## src/rtl/sarrd_pkg.sv

```systemverilog
package sarrd_pkg;
  localparam int          SARRD_BITS       = 12;
  localparam int          SARRD_CNT_W      = 5;
  // Frame positions counted in falling shift clock edges after select
  localparam logic [4:0]  SARRD_EN_EDGE    = 5'h02;
  localparam logic [4:0]  SARRD_MSB_EDGE   = 5'h03;
  localparam logic [4:0]  SARRD_LSB_EDGE   = 5'h0e;
  localparam logic [4:0]  SARRD_END_EDGE   = 5'h19;
  localparam logic [4:0]  SARRD_OFF_EDGE   = 5'h1a;
  localparam logic [11:0] SARRD_RESULT_RST = 12'h000;
  localparam logic [11:0] SARRD_CODE_STEPS = 12'hfff;
  // Link clock limits, in Hz
  localparam int          SARRD_CLK_HZ     = 50000000;
  localparam int          SARRD_LINK_MIN_HZ = 10000;
  localparam int          SARRD_LINK_MAX_HZ = 3200000;
  // Shortest link half period in system cycles (rounds down, at least one)
  localparam int          SARRD_HALF_CYC   = (SARRD_CLK_HZ / (2 * SARRD_LINK_MAX_HZ)) < 1 ? 1 :
                                             (SARRD_CLK_HZ / (2 * SARRD_LINK_MAX_HZ));
  typedef enum logic [2:0] {
    SARRD_OFF,
    SARRD_SAMPLE,
    SARRD_NULL,
    SARRD_MSB_FIRST,
    SARRD_LSB_FIRST,
    SARRD_DONE
  } sarrd_state_e;
endpackage : sarrd_pkg

```

## src/rtl/sarrd_dec_if.sv

```systemverilog
`timescale 1ns/1ns
interface sarrd_dec_if;
  logic       take;
  logic [3:0] bit_idx;
  logic       decision;
  logic       hold;
  modport ctrl (output take, output bit_idx, output hold, input decision);
  modport sar  (input take, input bit_idx, input hold, output decision);
endinterface : sarrd_dec_if

```

## src/rtl/sarrd_sar.sv

```systemverilog
`timescale 1ns/1ns
module sarrd_sar
  import sarrd_pkg::*;
(
  input  wire logic              clk,
  input  wire logic              rst_n,
  input  wire logic [11:0]       sample_code,
  sarrd_dec_if.sar               dec
);
  logic [11:0] held_q;
  logic [11:0] held_d;
  logic        decision_q;
  logic        decision_d;

  always_comb begin
    held_d     = held_q;
    decision_d = decision_q;
    // Input caught once per frame
    if (dec.hold) begin
      held_d = sample_code;
    end
    if (dec.take) begin
      decision_d = held_q[dec.bit_idx];
    end
  end

  always_ff @(posedge clk) begin
    if (!rst_n) begin
      held_q     <= SARRD_RESULT_RST;
      decision_q <= 1'b0;
    end else begin
      held_q     <= held_d;
      decision_q <= decision_d;
    end
  end

  assign dec.decision = decision_q;
endmodule : sarrd_sar

```

## src/rtl/sarrd_top.sv

```systemverilog
`timescale 1ns/1ns
// Notes on behaviour
// Select low runs, high shuts down
// Result is a twelve bit word
// Output enabled on second falling clock
// One null bit before result bits
// Bits launched on falling shift clock
// Result leaves most significant bit first
// Bits output as each decision made
// Extra clocks repeat word lsb first
// Host clock between 10 kHz and 3.2 MHz
// Input captured and held during conversion
// Sampling phase of 1.5 clocks first
// Inverting input sampled once only
// Unsigned code, step is reference/4096
// Three wire link: select, clock, data
// Host captures bits on rising edge
// After msb repeat, output released, idle
// New frame needs select high then low
// Raising select aborts conversion and output
// Power down when done or deselected (when done, only analog power drops; digital stays up until deselect)
// Deselect floats output, clears counter
module sarrd_top
  import sarrd_pkg::*;
(
  input  wire logic        clk,
  input  wire logic        rst_n,
  input  wire logic        select_shutdown_n,
  input  wire logic        shift_conversion_clock,
  input  wire logic [11:0] sample_code,
  output logic             serial_data_o,
  output logic             serial_data_oe,
  output logic             analog_power_up,
  output logic             digital_power_up,
  output logic             input_hold
);
  sarrd_dec_if dec ();

  logic         sel_meta_q;
  logic         sel_meta_d;
  logic         sel_sync_q;
  logic         sel_sync_d;
  logic         clk_meta_q;
  logic         clk_meta_d;
  logic         clk_sync_q;
  logic         clk_sync_d;
  logic         clk_prev_q;
  logic         clk_prev_d;
  logic         sel_prev_q;
  logic         sel_prev_d;
  logic [11:0]  code_meta_q;
  logic [11:0]  code_meta_d;
  logic [11:0]  code_sync_q;
  logic [11:0]  code_sync_d;
  sarrd_state_e state_q;
  sarrd_state_e state_d;
  logic [4:0]   edge_cnt_q;
  logic [4:0]   edge_cnt_d;
  logic [11:0]  word_q;
  logic [11:0]  word_d;
  logic [3:0]   idx_q;
  logic [3:0]   idx_d;
  logic         launch_q;
  logic         launch_d;
  logic         out_q;
  logic         out_d;
  logic         oe_q;
  logic         oe_d;
  logic         apwr_q;
  logic         apwr_d;
  logic         dpwr_q;
  logic         dpwr_d;
  logic         hold_q;
  logic         hold_d;
  logic         take_d;
  logic         fall_edge;
  logic         rise_edge;
  logic         selected;
  logic         frame_start;
  logic         power_on_ev;
  logic         analog_off_ev;
  logic         hold_ev;
  logic [11:0]  word_load;

  // Both host pins and the input word come from outside this clock
  // Input word is read long after it settles, so a plain two-flop pass is enough
  always_comb begin
    sel_meta_d  = select_shutdown_n;
    sel_sync_d  = sel_meta_q;
    clk_meta_d  = shift_conversion_clock;
    clk_sync_d  = clk_meta_q;
    clk_prev_d  = clk_sync_q;
    sel_prev_d  = sel_sync_q;
    code_meta_d = sample_code;
    code_sync_d = code_meta_q;
  end

  always_ff @(posedge clk) begin
    if (!rst_n) begin
      sel_meta_q  <= 1'b1;
      sel_sync_q  <= 1'b1;
      clk_meta_q  <= 1'b0;
      clk_sync_q  <= 1'b0;
      clk_prev_q  <= 1'b0;
      sel_prev_q  <= 1'b1;
      code_meta_q <= SARRD_RESULT_RST;
      code_sync_q <= SARRD_RESULT_RST;
    end else begin
      sel_meta_q  <= sel_meta_d;
      sel_sync_q  <= sel_sync_d;
      clk_meta_q  <= clk_meta_d;
      clk_sync_q  <= clk_sync_d;
      clk_prev_q  <= clk_prev_d;
      sel_prev_q  <= sel_prev_d;
      code_meta_q <= code_meta_d;
      code_sync_q <= code_sync_d;
    end
  end

  // select level decode
  assign selected    = !sel_sync_q;
  // frame needs high then low
  assign frame_start = sel_prev_q && !sel_sync_q;
  // falling edge launches bits
  assign fall_edge   = clk_prev_q && !clk_sync_q;
  assign rise_edge   = !clk_prev_q && clk_sync_q;

  always_comb begin
    state_d    = state_q;
    edge_cnt_d = edge_cnt_q;
    word_d     = word_q;
    idx_d      = idx_q;
    launch_d   = 1'b0;
    out_d      = out_q;
    oe_d       = oe_q;
    take_d     = 1'b0;
    power_on_ev   = 1'b0;
    analog_off_ev = 1'b0;
    hold_ev       = 1'b0;
    // result bit goes out as soon as decided
    // msb first order from the index walk
    if (launch_q) begin
      word_d = (word_q & ~word_load) | ({SARRD_BITS{dec.decision}} & word_load);
      out_d  = dec.decision;
    end
    if (!selected) begin
      // abort on deselect
      // float output, clear count
      state_d    = SARRD_OFF;
      edge_cnt_d = '0;
      oe_d       = 1'b0;
      out_d      = 1'b0;
    end else begin
      case (state_q)
        SARRD_OFF: begin
          if (frame_start) begin
            // track input from the select edge
            // sampling until the second falling edge
            state_d     = SARRD_SAMPLE;
            power_on_ev = 1'b1;
            word_d      = SARRD_RESULT_RST;
          end
        end
        SARRD_SAMPLE: begin
          if (fall_edge) begin
            edge_cnt_d = edge_cnt_q + 5'h01;
            if (edge_cnt_q + 5'h01 == SARRD_EN_EDGE) begin
              // enable on second falling edge
              // null bit first
              // single capture, held to the end
              hold_ev = 1'b1;
              oe_d    = 1'b1;
              out_d   = 1'b0;
              state_d = SARRD_NULL;
            end
          end
        end
        SARRD_NULL: begin
          // Decision is prepared during the null bit
          if (rise_edge) begin
            take_d = 1'b1;
            idx_d  = 4'(SARRD_BITS - 1);
          end
          if (fall_edge) begin
            edge_cnt_d = edge_cnt_q + 5'h01;
            launch_d   = 1'b1;
            state_d    = SARRD_MSB_FIRST;
          end
        end
        SARRD_MSB_FIRST: begin
          if (fall_edge) begin
            edge_cnt_d = edge_cnt_q + 5'h01;
            if (edge_cnt_q == SARRD_LSB_EDGE) begin
              // repeat, lsb first
              // analog side sleeps once done
              analog_off_ev = 1'b1;
              idx_d   = 4'h1;
              out_d   = word_q[1];
              state_d = SARRD_LSB_FIRST;
            end else begin
              launch_d = 1'b1;
            end
          end else if (rise_edge && idx_q != 4'h0) begin
            take_d = 1'b1;
            idx_d  = idx_q - 4'h1;
          end
        end
        SARRD_LSB_FIRST: begin
          if (fall_edge) begin
            edge_cnt_d = edge_cnt_q + 5'h01;
            if (edge_cnt_q == SARRD_END_EDGE) begin
              // release after msb repeat
              oe_d    = 1'b0;
              out_d   = 1'b0;
              state_d = SARRD_DONE;
            end else begin
              idx_d = idx_q + 4'h1;
              out_d = word_q[idx_q + 4'h1];
            end
          end
        end
        SARRD_DONE: begin
          // further clocks ignored
          oe_d = 1'b0;
        end
        default: begin
          state_d = SARRD_OFF;
        end
      endcase
    end
  end

  // each decided bit lands in its own slot
  for (genvar b = 0; b < SARRD_BITS; b++) begin : g_word_load
    assign word_load[b] = launch_q && (idx_q == 4'(b));
  end

  // powers and hold drop at once on deselect
  always_comb begin
    apwr_d = apwr_q;
    dpwr_d = dpwr_q;
    hold_d = hold_q;
    if (!selected) begin
      apwr_d = 1'b0;
      dpwr_d = 1'b0;
      hold_d = 1'b0;
    end else begin
      if (power_on_ev) begin
        apwr_d = 1'b1;
        dpwr_d = 1'b1;
      end
      // Analog side sleeps after the last decision, digital side keeps shifting
      if (analog_off_ev) begin
        apwr_d = 1'b0;
      end
      if (hold_ev) begin
        hold_d = 1'b1;
      end
    end
  end

  always_ff @(posedge clk) begin
    if (!rst_n) begin
      apwr_q <= 1'b0;
      dpwr_q <= 1'b0;
      hold_q <= 1'b0;
    end else begin
      apwr_q <= apwr_d;
      dpwr_q <= dpwr_d;
      hold_q <= hold_d;
    end
  end

  always_ff @(posedge clk) begin
    if (!rst_n) begin
      state_q    <= SARRD_OFF;
      edge_cnt_q <= '0;
      word_q     <= SARRD_RESULT_RST;
      idx_q      <= '0;
      launch_q   <= 1'b0;
      out_q      <= 1'b0;
      oe_q       <= 1'b0;
    end else begin
      state_q    <= state_d;
      edge_cnt_q <= edge_cnt_d;
      word_q     <= word_d;
      idx_q      <= idx_d;
      launch_q   <= launch_d;
      out_q      <= out_d;
      oe_q       <= oe_d;
    end
  end

  assign dec.take    = take_d;
  assign dec.bit_idx = idx_d;
  assign dec.hold    = hold_d && !hold_q;

  // twelve bit decisions
  // code taken as straight binary
  sarrd_sar u_sar (
    .clk         (clk),
    .rst_n       (rst_n),
    .sample_code (code_sync_q),
    .dec         (dec.sar)
  );

  // three wire link pins
  assign serial_data_o    = out_q;
  assign serial_data_oe   = oe_q;
  assign analog_power_up  = apwr_q;
  assign digital_power_up = dpwr_q;
  assign input_hold       = hold_q;
endmodule : sarrd_top

```

## config.mk

```make
export PLATFORM = sky130hd
export DESIGN_NAME = sarrd_top
export DESIGN_NICKNAME = d
export VERILOG_FILES = /design/src/rtl/sarrd_pkg.sv /design/src/rtl/sarrd_dec_if.sv /design/src/rtl/sarrd_sar.sv /design/src/rtl/sarrd_top.sv
export SDC_FILE = /design/constraint.sdc
export NUM_CORES = 1
export LEC_CHECK = 0
export CORE_ASPECT_RATIO = 0.75
export CORE_MARGIN = 5
export CORE_UTILIZATION = 38
export CTS_CLUSTER_DIAMETER = 100
export DETAILED_ROUTE_END_ITERATION = 8
export DONT_BUFFER_PORTS = 1
export PLACE_DENSITY = 0.48
export RECOVER_POWER = 50
export SYNTH_ARGS = -nofsm -noshare
export SYNTH_HDL_FRONTEND = slang
export SYNTH_HIERARCHICAL = 1
export SYNTH_SLANG_ARGS = --single-unit
export TNS_END_PERCENT = 10
```

## constraint.sdc

```tcl
create_clock -name clk -period 3.1 [get_ports clk]
set_clock_uncertainty 0.15 [all_clocks]
set_input_delay 0.62 -clock clk [delete_from_list [all_inputs] [get_ports clk]]
set_output_delay 0.62 -clock clk [all_outputs]
set_load 0.005 [all_outputs]
```

==> results.md <==
- The latest clock arrival within the worst-skew pair is between 0.3 and 0.4 ns.
- The peak supply drop is between 0.0003 and 0.0004 V.
- The total internal power is roughly 1.6 mW.
- STA classifies the critical path startpoint as a flip-flop.
- The startpoint of the lowest-slack register-to-register path is edge_cnt_q[0]$_SDFFE_PP0P_.
- In the routed layout, each cell is associated on average with a via count of about 5.3.
- The floorplan step set the die height to about 90 µm.
- Across all setup checks in the final design, the least slack found is 0.260 ns.
- The largest driver fanout on the critical path is 8.
- The clock-pin slew reported for the worst setup and hold paths after clock tree synthesis is 0.06 ns.
- The number of antenna repair diodes is 0.
- The clock net in this run drives a total of 73 sinks.
- In the final timing run, aggregate negative setup slack is 0 ns.
- The final routed DRC violation total is 0.
- The routability congestion estimate is 0.860.
- The share of the clock period used by the worst path is roughly 92%.
- The data arrival time at the worst-slack endpoint is around 2.9 ns.
- The most critical setup path has its endpoint at u_sar/dec.decision$_SDFFE_PN0P_.
- The overflow left after global routing is 0.
- The minimum period implied by the final worst setup slack is around 2.8 ns.
- The floorplan has 29 rows.
- Measured along the x axis, the die boundary spans between 100 and 150 µm.
- The net count of the mapped netlist is about 370.
- The number of nets in the finished design is between 300 and 400.
- The reported max-cap violation count is 0.
- The path type of the worst min-delay path is in2reg.
- The initial utilization of the core area, before any placement, comes to between 30% and 40%.
- The transition time of the tightest slew-check pin is around 0.64 ns.
- The via count of the first global-routing pass is 2265.
- The post-route antenna net violation count is 0.
- The top cell types in the final layout, fill and taps aside, are sky130_fd_sc_hd__dfxtp_1 (72), sky130_fd_sc_hd__nor2_1 (42), sky130_fd_sc_hd__mux2i_1 (25), sky130_fd_sc_hd__and2_1 (25), sky130_fd_sc_hd__nand3_1 (18).
- The first global-routing pass estimated 11.9 mm of wire.
- STA classifies the critical path endpoint as a flip-flop.
- Per report_power, the sequential group accounts for 47.3% of the total.
- The switching share of total power is approximately a fifth.
- The final hold violation count is 0.
- The number of buffers on the longest clock path is 2.
- The fraction of layout cells with a size suffix above 1 is 11.2%.
- The power density relative to cell area is 547 mW/mm².
- The number of buffers added on ports is 0.
- The CTS tree is done.
- The path type of the worst setup path is reg2reg.
- For this run, the total global-route usage over all layers was measured as 14.2%.
- Setup repair after global routing left no endpoint under its margin.
- The H-tree generated during clock tree synthesis spans 3 levels.
- The maximum number of pins on one net before global-route repair is 38.
- Counting the fill cells in the layout gives 813.
- Prior to clock tree synthesis, the placed netlist has a worst setup slack of ~0.15 ns.
- Across all register-to-register paths, the minimum setup slack is between 0.2 and 0.3 ns.
- The total net switching power is a little over 0.4 mW.
- After detailed routing, the average wire length per cell comes to approximately 15 µm.
- Compared with the post-synthesis result, the final layout area differs by 13.4%.
- The pre-antenna-repair detailed-routing pass consisted of 4 iterations.
- The total of flip-flops plus latches after synthesis is between 70 and 80.
- The top flip-flop cell by instance count after synthesis is sky130_fd_sc_hd__dfxtp_1.
- The clock root buffer is sky130_fd_sc_hd__clkbuf_16.
- The mean instance size in the synthesized netlist is between 9 and 10 µm².
- Buffers inserted during clock tree synthesis total 9.
- The setup-violating endpoint count in the final report is 0.
- The critical path launch point is edge_cnt_q[0]$_SDFFE_PP0P_.
- The floorplan step defined a die boundary enclosing 0.0106 mm².
- Detailed placement finished with a half-perimeter wire length of between 4 and 5 mm.
- The initial antenna violation count is 0.
- After synthesis, the largest area contributor takes up between 40% and 50% of total cell area.
- After the first detailed-routing iteration, the DRC count stood at around 180.
- For this block, the routed nets add up to ~7 mm of wire.
- In this run the critical register-to-register path is captured at u_sar/dec.decision$_SDFFE_PN0P_.
- For this design the top-level I/O count stands at 21.
- The most common library cell in the layout ignoring fill and taps is sky130_fd_sc_hd__dfxtp_1.
- Based on the critical path, the design can be clocked at up to 352 MHz.
- The final-report max-slew violation count is 0.
- The fraction of registers with async set/reset is 0%.
- The post-synthesis cell count is around 340.
- The vias after detailed routing is around 2400.
- The worst pin sits at a relative slew slack of a little under three fifths.
- The mapped cell area is between 0.003 and 0.004 mm².
- The flow ran to the end, and the final reports show no timing, DRC or antenna violations.
- In this run the static leakage power is 1.38 nW.
- The buffers inserted during post-CTS setup optimization is 0.
- The netlist uses 57 different library cells.
- sky130_fd_sc_hd__dfxtp_1 takes more of the synthesized area than any other cell.
- The portion of total power attributed to combinational logic is about 1.4%.
- Yosys printed 6 warnings.
- The depth of the worst register-to-register path is 10.
- Yosys mapped a number of flops with a built-in enable equal to 0.
- The share of total power dissipated in the clock network is 51.2%.
- The share of the yosys chip area belonging to registers is ~45%.
- By area the synthesized netlist is led by sky130_fd_sc_hd__dfxtp_1 (45%), sky130_fd_sc_hd__mux2i_1 (7.6%), sky130_fd_sc_hd__and2_1 (5.5%), sky130_fd_sc_hd__nor2_1 (4.8%), sky130_fd_sc_hd__ha_1 (3.4%).
- After floorplanning, the core was sized to cover roughly 0.0084 mm².
- The critical path required time is about 3.1 ns.
[critical path, stage by stage (launching register included)]
cell and delay, ns:
sky130_fd_sc_hd__dfxtp_2 0.40, sky130_fd_sc_hd__inv_1 0.06, sky130_fd_sc_hd__ha_1 0.18, sky130_fd_sc_hd__and4b_1 0.23, sky130_fd_sc_hd__and2_0 0.22, sky130_fd_sc_hd__o211a_1 0.23
sky130_fd_sc_hd__o31ai_2 0.27, sky130_fd_sc_hd__nand2_1 0.17, sky130_fd_sc_hd__mux4_2 0.48, sky130_fd_sc_hd__a41oi_2 0.20, sky130_fd_sc_hd__o32ai_1 0.10
[final cells by class]
type	count	area, µm²	area share [%]
multi-input cells	238	1700	45.8
flip-flops and latches	73	1460	39.4
clock buffers	11	243	6.53
well taps	108	135	3.64
repair buffers	11	75.1	2.02
clock inverters	5	62.6	1.68
inverters	10	37.5	1.01
[flip-flops by register name, indices dropped and copies added (netlist names)]
name                flops
code_sync_q            12
input_hold              1
sel_prev_d              1
u_sar/held_q           12
clk_meta_q              1
analog_power_up         1
clk_prev_q              1
code_meta_q            12
u_sar/dec.decision      1
serial_data_oe          1
edge_cnt_q              5
sel_prev_q              1
state_q                 3
serial_data_o           1
digital_power_up        1
clk_prev_d              1
sel_meta_q              1
word_q                 12
idx_q                   4
launch_q                1
[repair_timing]
item	CTS	global route
resized for setup	0	3
hold buffers	0	0
setup endpoints to repair	0	1
[synthesized netlist by cell type (2+ instances only)]
| library cell | instances |
|---|---|
| sky130_fd_sc_hd__xor2_1 | 3 |
| sky130_fd_sc_hd__xnor2_1 | 3 |
| sky130_fd_sc_hd__buf_2 | 5 |
| sky130_fd_sc_hd__nand2b_1 | 8 |
| sky130_fd_sc_hd__clkbuf_1 | 14 |
| sky130_fd_sc_hd__o211ai_1 | 2 |
| sky130_fd_sc_hd__a211o_1 | 3 |
| sky130_fd_sc_hd__nor2_1 | 42 |
| sky130_fd_sc_hd__dfxtp_1 | 73 |
| sky130_fd_sc_hd__a31oi_1 | 6 |
| sky130_fd_sc_hd__ha_1 | 9 |
| sky130_fd_sc_hd__mux2i_1 | 25 |
| sky130_fd_sc_hd__o41ai_1 | 2 |
| sky130_fd_sc_hd__and4b_1 | 2 |
| sky130_fd_sc_hd__and3_1 | 2 |
| sky130_fd_sc_hd__nand3_1 | 18 |
| sky130_fd_sc_hd__nand4_1 | 4 |
| sky130_fd_sc_hd__mux4_2 | 4 |
| sky130_fd_sc_hd__o21ai_0 | 9 |
| sky130_fd_sc_hd__nand2_1 | 12 |
| sky130_fd_sc_hd__and2_1 | 29 |
| sky130_fd_sc_hd__a21oi_1 | 12 |
| sky130_fd_sc_hd__mux2_2 | 2 |
| sky130_fd_sc_hd__a41oi_1 | 2 |
| sky130_fd_sc_hd__mux4_1 | 2 |
| sky130_fd_sc_hd__inv_1 | 10 |
| sky130_fd_sc_hd__nor3b_1 | 2 |
| sky130_fd_sc_hd__nor2b_1 | 5 |
| sky130_fd_sc_hd__nor3_1 | 3 |
[routing by layer]
layer	GRT usage, %	share of wire (%)	vias to the layer above
li1	-	-	1218
met1	22.3	54	1114
met2	17.7	39	66
met3	4.62	6.2	6
met4	4.87	0.75	0
met5	0	0	-
[logic make-up after synthesis]
group | Yosys count | share of synthesized area [%]
AND/OR/NAND/NOR | 136 | 22.2
AO/OA/AOI/OAI | 54 | 11.6
buffers and inverters | 30 | 3.86
adder cells (fa/ha/maj) | 9 | 3.44
multiplexers | 33 | 12.7
flip-flops | 73 | 44.6
XOR/XNOR | 6 | 1.60
[through the flow]
step           power [mW]  cells  hold slack, ns  cell area [µm²]  utilization [%]
2_1_floorplan        1.01    341           0.236             3280                -
3_3_place_gp         1.01    440           0.240             3410             40.5
3_5_place_dp         1.01    440           0.248             3410             40.5
4_1_cts              2.07    456           0.194             3710             44.1
5_1_grt              2.13    456           0.200             3720             44.1
6_report             2.03    456           0.209             3720             44.1
[how the worst min path moves through the flow]
stage | start | cells past startpoint | slack [ns] | endpoint
after floorplan | sel_meta_q$_SDFF_PN1_ | 1 | 0.24 | sel_prev_d$_SDFF_PN1_
after global placement | sel_meta_q$_SDFF_PN1_ | 1 | 0.24 | sel_prev_d$_SDFF_PN1_
after detailed placement | sel_meta_q$_SDFF_PN1_ | 1 | 0.25 | sel_prev_d$_SDFF_PN1_
after CTS | rst_n | 1 | 0.19 | sel_prev_d$_SDFF_PN1_
after global routing | rst_n | 1 | 0.20 | sel_meta_q$_SDFF_PN1_
final | rst_n | 1 | 0.21 | sel_prev_d$_SDFF_PN1_
[power groups by stage]
stage | clock [mW] | sequential [mW] | combinational (mW)
after CTS | 1.08 | 0.963 | 0.0307
final | 1.04 | 0.963 | 0.0292
after detailed placement | 0 | 0.983 | 0.0305
after floorplan | 0 | 0.980 | 0.0284
after global routing | 1.13 | 0.963 | 0.0336
after global placement | 0 | 0.983 | 0.0307
No activity file was read; power rests on OpenSTA's default activity.
